### src/hw/rceg_pkg.sv
package rceg_pkg;

  // clock rate and derived cycle counts
  localparam int unsigned CLK_HZ = 10_000_000;
  localparam int unsigned CLK_NS = 1_000_000_000 / CLK_HZ;
  // write completion window, least time, round up
  localparam int unsigned WRITE_WIN_NS = 18_000;
  localparam int unsigned WRITE_WIN_CYC =
    (WRITE_WIN_NS + CLK_NS - 1) / CLK_NS;
  // glitch filter, longest time, round down
  localparam int unsigned GLITCH_NS = 3_000;
  localparam int unsigned GLITCH_CYC =
    (GLITCH_NS / CLK_NS < 1) ? 1 : GLITCH_NS / CLK_NS;
  // reset timeout, least time, round up
  localparam int unsigned RST_TIMEOUT_MS = 200;
  localparam longint unsigned RST_TIMEOUT_CYC =
    (longint'(RST_TIMEOUT_MS) * 1_000_000 + CLK_NS - 1) / CLK_NS;
  localparam int unsigned CNT_W = 24;

  typedef enum logic [1:0] {
    RCEG_GATE_OFF = 2'b00,
    RCEG_GATE_ON = 2'b01,
    RCEG_GATE_HOLD = 2'b11
  } rceg_gate_t;

  typedef enum logic {
    RCEG_MODE_NORMAL = 1'b0,
    RCEG_MODE_BACKUP = 1'b1
  } rceg_mode_t;

  // supply comparator levels, already digitised
  typedef struct packed {
    logic belowTrip;
    logic belowBackup;
    logic aboveBackupHyst;
  } rceg_supply_t;

  typedef struct packed {
    rceg_supply_t sync1;
    rceg_supply_t sync2;
    logic ceSync1;
    logic ceSync2;
    logic [CNT_W-1:0] glitchCnt;
    logic [CNT_W-1:0] timeoutCnt;
    logic [CNT_W-1:0] winCnt;
    logic resetAct;
    rceg_gate_t gate;
    rceg_mode_t mode;
    logic ceOut;
    logic pullupEn;
    logic ceInOe;
  } rceg_state_t;

endpackage : rceg_pkg

### src/hw/rceg_gate.sv
// Behaviour
// while reset is asserted the select input is disabled and not passed on.
// a write under way at reset keeps the gate on for 18 us, then it closes.
// a select rising inside the 18 us window closes the gate at once.
// once closed during power-down the gate stays closed if select falls.
// on power-up the gate stays closed until reset releases after timeout.
// with the gate closed the output is driven high from the higher supply.
// with the gate open the internal pull-up is switched off.
// backup mode only while main supply is below backup and trip levels.
// switch to backup at the backup level, back at backup level plus 50 mV.
// a dip of 3 us or less below the trip level issues no reset.
// removing the backup supply above the trip level causes no reset.
// reset holds at least the 200 ms timeout each time it asserts.
// the timeout restarts whenever the supply falls below trip again.
// with reset released the gate is open and passes every transition.
// output equals select while open and is forced high while closed.
module rceg_gate #(
  parameter longint unsigned TIMEOUT_CYC = rceg_pkg::RST_TIMEOUT_CYC,
  parameter int unsigned WIN_CYC = rceg_pkg::WRITE_WIN_CYC,
  parameter int unsigned FILT_CYC = rceg_pkg::GLITCH_CYC
) (
  // clock and reset
  input wire logic core_clk,
  input wire logic rst_n,
  // supply comparators and select input
  input wire rceg_pkg::rceg_supply_t supplyIn,
  input wire logic ceIn,
  // select output and pin controls
  output logic ceOut,
  output logic pullupEn,
  output logic ceInOe,
  output logic resetOut,
  output logic backupMode
);

  initial begin
    if (TIMEOUT_CYC < 1 || TIMEOUT_CYC >= (64'h1 << rceg_pkg::CNT_W))
      $error("timeout count out of range");
    if (WIN_CYC < 1 || FILT_CYC < 1)
      $error("window and filter need one cycle");
    if (WIN_CYC >= 2 ** rceg_pkg::CNT_W - 1)
      $error("window count out of range");
    if (FILT_CYC >= 2 ** rceg_pkg::CNT_W - 1)
      $error("filter count out of range");
    if (TIMEOUT_CYC <= WIN_CYC)
      $error("timeout must outlast the write window");
  end

  localparam logic [rceg_pkg::CNT_W-1:0] TOUT =
    rceg_pkg::CNT_W'(TIMEOUT_CYC);
  localparam logic [rceg_pkg::CNT_W-1:0] WINL = rceg_pkg::CNT_W'(WIN_CYC);
  localparam logic [rceg_pkg::CNT_W-1:0] FILTL = rceg_pkg::CNT_W'(FILT_CYC);

  function automatic logic [rceg_pkg::CNT_W-1:0] satInc(
    input logic [rceg_pkg::CNT_W-1:0] v
  );
    satInc = (&v) ? v : v + 24'h000001;
  endfunction : satInc

  rceg_pkg::rceg_state_t stReg;
  rceg_pkg::rceg_state_t stNext;
  logic tripNow;
  logic ceRise;

  always_comb begin
    stNext = stReg;
    stNext.sync1 = supplyIn;
    stNext.sync2 = stReg.sync1;
    stNext.ceSync1 = ceIn;
    stNext.ceSync2 = stReg.ceSync1;
    // rise seen past the second flop only; ceOut lags ceSync2 by one
    // cycle while the gate is open, the only time the rise is used
    ceRise = stReg.ceSync2 & ~stReg.ceOut;
    // glitch filter
    // short dips are absorbed; only the trip comparator is watched,
    // so a missing backup cell cannot start a reset
    if (stReg.sync2.belowTrip) begin
      stNext.glitchCnt = satInc(stReg.glitchCnt);
    end else begin
      stNext.glitchCnt = '0;
    end
    tripNow = stReg.sync2.belowTrip && (stReg.glitchCnt >= FILTL);
    // reset timeout
    if (tripNow) begin
      stNext.resetAct = 1'b1;
      stNext.timeoutCnt = '0;
    end else if (stReg.resetAct) begin
      if (stReg.timeoutCnt >= TOUT - 24'h000001) begin
        stNext.resetAct = 1'b0;
      end else begin
        stNext.timeoutCnt = satInc(stReg.timeoutCnt);
      end
    end
    // supply mode with hysteresis
    case (stReg.mode)
      rceg_pkg::RCEG_MODE_NORMAL: begin
        if (stReg.sync2.belowBackup && stReg.sync2.belowTrip)
          stNext.mode = rceg_pkg::RCEG_MODE_BACKUP;
      end
      default: begin
        if (stReg.sync2.aboveBackupHyst)
          stNext.mode = rceg_pkg::RCEG_MODE_NORMAL;
      end
    endcase
    // gate state machine
    case (stReg.gate)
      rceg_pkg::RCEG_GATE_ON: begin
        stNext.winCnt = '0;
        if (stNext.resetAct) begin
          // write under way holds gate
          if (!stReg.ceSync2) begin
            stNext.gate = rceg_pkg::RCEG_GATE_HOLD;
          end else begin
            stNext.gate = rceg_pkg::RCEG_GATE_OFF;
          end
        end
      end
      rceg_pkg::RCEG_GATE_HOLD: begin
        stNext.winCnt = satInc(stReg.winCnt);
        // early close on rise
        if (ceRise) begin
          stNext.gate = rceg_pkg::RCEG_GATE_OFF;
        // window expiry
        end else if (stReg.winCnt >= WINL - 24'h000001) begin
          stNext.gate = rceg_pkg::RCEG_GATE_OFF;
        end
      end
      default: begin
        // stays closed until release
        stNext.winCnt = '0;
        if (!stNext.resetAct)
          stNext.gate = rceg_pkg::RCEG_GATE_ON;
      end
    endcase
    // output drive
    if (stNext.gate == rceg_pkg::RCEG_GATE_OFF) begin
      stNext.ceOut = 1'b1;
      stNext.pullupEn = 1'b1;
      stNext.ceInOe = 1'b0;
    end else begin
      stNext.ceOut = stReg.ceSync2;
      stNext.pullupEn = 1'b0;
      stNext.ceInOe = 1'b1;
    end
  end

  always_ff @(posedge core_clk or negedge rst_n) begin
    if (!rst_n) begin
      stReg <= '{
        sync1: 3'h0, sync2: 3'h0, ceSync1: 1'b1, ceSync2: 1'b1,
        glitchCnt: 24'h000000, timeoutCnt: 24'h000000,
        winCnt: 24'h000000, resetAct: 1'b1,
        gate: rceg_pkg::RCEG_GATE_OFF, mode: rceg_pkg::RCEG_MODE_NORMAL,
        ceOut: 1'b1, pullupEn: 1'b1, ceInOe: 1'b0};
    end else begin
      stReg <= stNext;
    end
  end

  assign ceOut = stReg.ceOut;
  assign pullupEn = stReg.pullupEn;
  assign ceInOe = stReg.ceInOe;
  assign resetOut = stReg.resetAct;
  assign backupMode = stReg.mode;
endmodule : rceg_gate

### config.mk
export PLATFORM = sky130hd
export DESIGN_NAME = rceg_gate
export DESIGN_NICKNAME = d
export VERILOG_FILES = /design/src/hw/rceg_pkg.sv /design/src/hw/rceg_gate.sv
export SDC_FILE = /design/constraint.sdc
export NUM_CORES = 1
export LEC_CHECK = 0
export BUFFER_PORTS_ARGS = -buffer_cell sky130_fd_sc_hd__buf_4
export CORE_ASPECT_RATIO = 0.75
export CORE_MARGIN = 1
export CORE_UTILIZATION = 60
export DETAILED_ROUTE_END_ITERATION = 12
export PLACE_DENSITY = 0.86
export SLEW_MARGIN = 30
export SYNTH_ARGS = -nofsm -noshare
export SYNTH_HDL_FRONTEND = slang
export SYNTH_SLANG_ARGS = --single-unit
export TNS_END_PERCENT = 50
### constraint.sdc
create_clock -name core_clk -period 2.5 [get_ports core_clk]
set_input_delay 0.25 -clock core_clk [delete_from_list [all_inputs] [get_ports core_clk]]
set_output_delay 0.25 -clock core_clk [all_outputs]
set_load 0.1 [all_outputs]
== After elaboration in Yosys (flattened, before gate mapping) ==
Index checks and enable logic that the tools add are counted.

* Add/subtract/negate cells: 3
* $lt $le $gt $ge: 3
* Equality and inequality tests: 6
* Mux-type cells: 21
* Bitwise logic cells: 2
* Reductions and logical operators: 8

{| class="wikitable"
|+ Operator list
! operator !! count
|-
| $mux 24 || 8
|-
| $add 24x1->24 const B || 3
|-
| $reduce_and 24->1 || 3
|-
| $ge 24x21->1 const B || 1
|-
| $ge 24x5->1 const B || 1
|-
| $ge 24x8->1 const B || 1
|-
| $mux 2 || 5
|-
| $ne 2x2->1 const B || 4
|-
| $mux 1 || 6
|-
| $pmux 2 s2 || 1
|-
| $mux 3 || 1
|-
| $reduce_and 3->1 || 1
|-
| $eq 2x1->1 const B || 1
|-
| $eq 2x2->1 const B || 1
|-
| $logic_and 1x1->1 || 2
|-
| $logic_not 2->1 || 1
|-
| $reduce_bool 2->1 || 1
|-
| $and 1x1->1 || 1
|-
| $not 1->1 || 1
|}

* Register bits: 87
* Input bits: 6
* Output and inout bits: 5
* Logic and storage cells: 60

== Depth between registers and ports, before layout ==
* Word-level depth: 8
* Depth in mapped cells: 8
* Gate-level depth less buffers: 8

== Least setup slack after synthesis ==
OpenSTA, ideal clock, no wires.

* Path type: register to register
* Start point: reg stReg, in the netlist resetOut
* End point: reg stReg[49] in the netlist's numbering
* Setup time: 132 ps
* Arrival time: 2185 ps
* Data required time: 2368 ps
* Setup slack: 183 ps
* Stages on the path, launching flop included: 7
* Path buffers: 0
* Clock period less this slack: 2317 ps
* Cell sequence: dfstp_2 nor4b_1 nand3_1 a2111oi_2 nand4_1 xor2_1 nor2_1

* Cells in the longest elaborated chain, start to end: 2

{| class="wikitable"
|+ Ends and longest elaborated chain
! item !! RTL line !! text
|-
| start, declared || rceg_gate.sv:60 || <nowiki>rceg_pkg::rceg_state_t stReg;</nowiki>
|-
| start signal, assigned || rceg_gate.sv:149 || <nowiki>stReg <= '{</nowiki>
|-
| start signal, assigned || rceg_gate.sv:156 || <nowiki>stReg <= stNext;</nowiki>
|-
| $reduce_bool 2->1 (no source line) || n/a ||
|-
| $reduce_and 3->1 (no source line) || n/a ||
|}

No other way between the ends.
A chain may end at the register's enable or synchronous reset.

== Final worst setup path ==
* Start point: reg stReg[55] in the netlist's numbering
* End point: reg stReg[76] in the netlist's numbering

* Cells in the longest elaborated chain, start to end: 3
* Elaborated cells on any way between the ends: 5
* Those cells by class: add/sub: 1; eq/ne: 1; mux: 2; reduce/logical: 1

{| class="wikitable"
|+ Ends and longest elaborated chain
! item !! RTL line !! text
|-
| $add 24x1->24 || rceg_gate.sv:57 || <nowiki>satInc = (&v) ? v : v + 24'h000001;</nowiki>
|-
| $mux 24 || rceg_gate.sv:57 ||
|-
| $mux 24 || rceg_gate.sv:77 || <nowiki>if (stReg.sync2.belowTrip) begin</nowiki>
|}

Parallel ways exist; a longest one is shown, timed or not. The select of a mux whose other input is x is not followed.

==> impl_metrics.csv <==
group,metric,value,unit
routing,wl_met3,377,um
cts,ctsHtreeMaxLevel,3,
sta,drv_slew,0,
routing,initialDrtViolationCount,167,
power,swShare,22.58,%
final_layout,multi_input_area,2031,um2
worst_setup_path,cp-start-kind,"register",
worst_setup_path,criticalPathCategory,"register to register",
sta,hold_viol_final,0,
floorplan,row_count,26,
sta,min_period,2.322,ns
cts,numClockSinks,87,
routing,antenna_left,0,
sta,fin_crit_sh,92.89,%
worst_setup_path,crit_fanout,5,
logic_synthesis,synth_top_area_share,47.65,%
final_layout,final_nets,474,
cts,clk_latency,0.36,ns
power,vdd_drop_max,0.3489,mV
power,p_leak,2.181,nW
power,p_per_area,547.5,nW/um2
place,place.gp.congestion,0.8274,
worst_setup_path,r2r-start,"stReg[55]",
logic_synthesis,synth_compound_area_share,7.031,%
worst_setup_path,end_kind,"register",
worst_setup_path,crit_arrival,2.58,ns
global_route,grt_max_degree,45,
logic_synthesis,avgSynthCellArea,9.810,um2
logic_synthesis,synth_top_area_cell,"dfrtp_1",
floorplan,dieArea,7524,um2
worst_hold_path,hold_class,"register to register",
floorplan,die_width,99.83,um
floorplan,core_area,6864,um2
place,dp_hpwl,5721,um
final_layout,seqCellArea,2183,um2
cts,cts-buffers-inserted,9,
logic_synthesis,syn_area,4307,um2
power,clkPwrFrac,41.2,%
place,placed_cells,546,
logic_synthesis,synth_xor_area_share,10.78,%
sta,slew-limit-headroom,47.12,%
logic_synthesis,yosys.area_share.simple,27.72,%
routing,vias,3292,
routing,routed_wl,8493,um
global_route,grt_pass1_vias,2996,
logic_synthesis,synth_area_leaders,"dfrtp_1, xor2_1, nor2_1, nand3_1, and2_1",
job,drv_cap,0,
cts,cts-root-buf,"clkbuf_8",
power,total_power,2.641,mW
cts,cts_tree,"yes",
power,p_int,2.045,mW
sta,rsz0062_at_grt,"no",
worst_setup_path,critPathLaunch,"stReg[55]",
logic_synthesis,ys_ff_latch,87,
logic_synthesis,synthCells,439,
final_layout,instances_no_fill,566,
power,p_seq_share,54.4,%
floorplan,die_y,75.37,um
final_layout,final_area,4825,um2
cts,path_clk_slew,0.09,ns
routing,avgViaCountPerCell,5.816,
sta,worstMarginPinSlew,0.7832,ns
status,status,"finished, final reports clean",
cts,clock_path_buffers,2,
routing,top_layer_used,"met4",
sta,max_freq,430.6,MHz
final_layout,num_antenna_cells,0,
logic_synthesis,synth_top_family_by_area,"simple AND/OR/NAND/NOR gates",
global_route,antenna_found_initial,0,
place,io_buffers,10,
final_layout,final_common_cell,"dfrtp_1",
logic_synthesis,synth_top_flop_cell,"dfrtp_1",
power,p_switching,0.5964,mW
routing,drcViolationCount,0,
sta,finalSetupViolCount,0,
final_layout,fill_cells,486,
logic_synthesis,async_flop_share,100.0,%
logic_synthesis,synth_adder_area_share,1.162,%
worst_hold_path,min_from,"stNext[82]",
power,power_frac_comb,4.4,%
worst_setup_path,cp.required,2.76,ns
final_layout,drive_gt1_share,10.47,%
place,dpl_cell_area,4556,um2
global_route,grt_first_pass_wirelength,14050,um
logic_synthesis,syn_nets,449,
routing,wl_met1,4141,um
routing,wl_met2,3877,um
sta,fin_worst_skew,0.009601,ns
final_layout,area_growth,12.03,%
floorplan,start_util,62.74,%
global_route,overflow,0,
global_route,grt_usage,24.16,%
final_layout,most-common-layout-cells,"dfrtp_1, nor2_1, xor2_1",
floorplan,io_pins,11,
logic_synthesis,yosysWarnings,0,
sta,tns,0,ns
routing,wl_per_cell,15.01,um
logic_synthesis,yosysUniqueCellTypes,42,
routing,dr.pass1.iters,5,
logic_synthesis,synthMuxAreaShare,0.4648,%
logic_synthesis,seq_area_frac_synth,50.70,%
logic_synthesis,synth_edf_count,0,
registers in the layout (all words and copies together) (netlist names):
name        count
resetOut        1
ceOut           1
pullupEn        1
stNext          4
stReg          78
backupMode      1
ceInOe          1
cell type report:
type | instances | area share, %
repair buffers | 27 | 4.720
clock inverters | 5 | 1.686
flip-flops and latches | 87 | 45.25
well taps | 98 | 2.542
multi-input cells | 328 | 42.09
clock buffers | 10 | 2.853
inverters | 11 | 0.8558
metrics by stage:
stage	utilization (%)	hold WS, ns	worst slack (ns)
final	70.29	0.3584	0.1777
after global routing	70.29	0.3677	0.07652
after detailed placement	66.37	0.2765	0.1810
after global placement	66.37	0.2688	0.2607
after floorplan	-	-0.04559	0.1828
after CTS	70.29	0.3589	0.1223
power by group through the flow:
stage | combinational, mW | sequential (mW) | clock [mW]
floorplan | 0.0270 | 1.49 | 0
finish | 0.117 | 1.44 | 1.09
global route | 0.129 | 1.44 | 1.17
detailed placement | 0.112 | 1.46 | 0
global placement | 0.110 | 1.46 | 0
CTS | 0.119 | 1.44 | 1.11
critical path, cell delays in order (launching register included):
cell,delay (ns)
dfrtp_1,0.41
ha_1,0.21
nand2_1,0.10
or4_4,0.56
or3_4,0.44
and4b_1,0.22
xor2_1,0.14
and2_1,0.15
cells by family after synthesis:
group,Yosys count
mux,2
buf+inv,24
compound gates,46
simple gates,223
fa+ha+maj,4
xor+xnor,53
flops,87
final timing paths:
path                              to  slack (ns)  cells after the start
hold / removal             stReg[82]        0.36                      0
setup / recovery           stReg[76]        0.18                      7
setup reg to reg           stReg[76]        0.18                      7
max in group asynchronous  stReg[72]        1.45                      3
hold reg to reg            stReg[82]        0.36                      0
min in group asynchronous  stReg[69]        0.42                      2
cells in the mapped netlist (all sizes together) (2+ instances only):
master	count
a211oi	2
a21boi	3
nand2	25
clkbuf	11
o311ai	2
nor4b	3
inv	11
nand4	23
nor3	10
and3	13
o21a	2
xnor2	8
xor2	45
o2111ai	2
o21ai	13
dfrtp	82
a21oi	12
nor2	53
o211ai	2
mux2i	2
nor2b	6
nor4	13
a31oi	2
or3	13
buf	2
o211a	2
and4	6
or2	2
ha	4
nand3	30
and2	23
dfstp	5
timing repair:
item / 4_1_cts / 5_1_grt
setup endpoints to repair: 0 / 4
hold buffers: 5 / 0
gates resized for setup: 0 / 1
setup buffers: 0 / 0
hold endpoints to repair: 42 / 0
per-layer routing:
layer  GRT usage [%]  vias to the layer above
met5               0                        -
met3           6.697                       12
met1           33.58                     1594
met4           8.170                        0
met2           37.24                       87
li1                -                     1599
No activity file was read; power rests on OpenSTA's default activity.
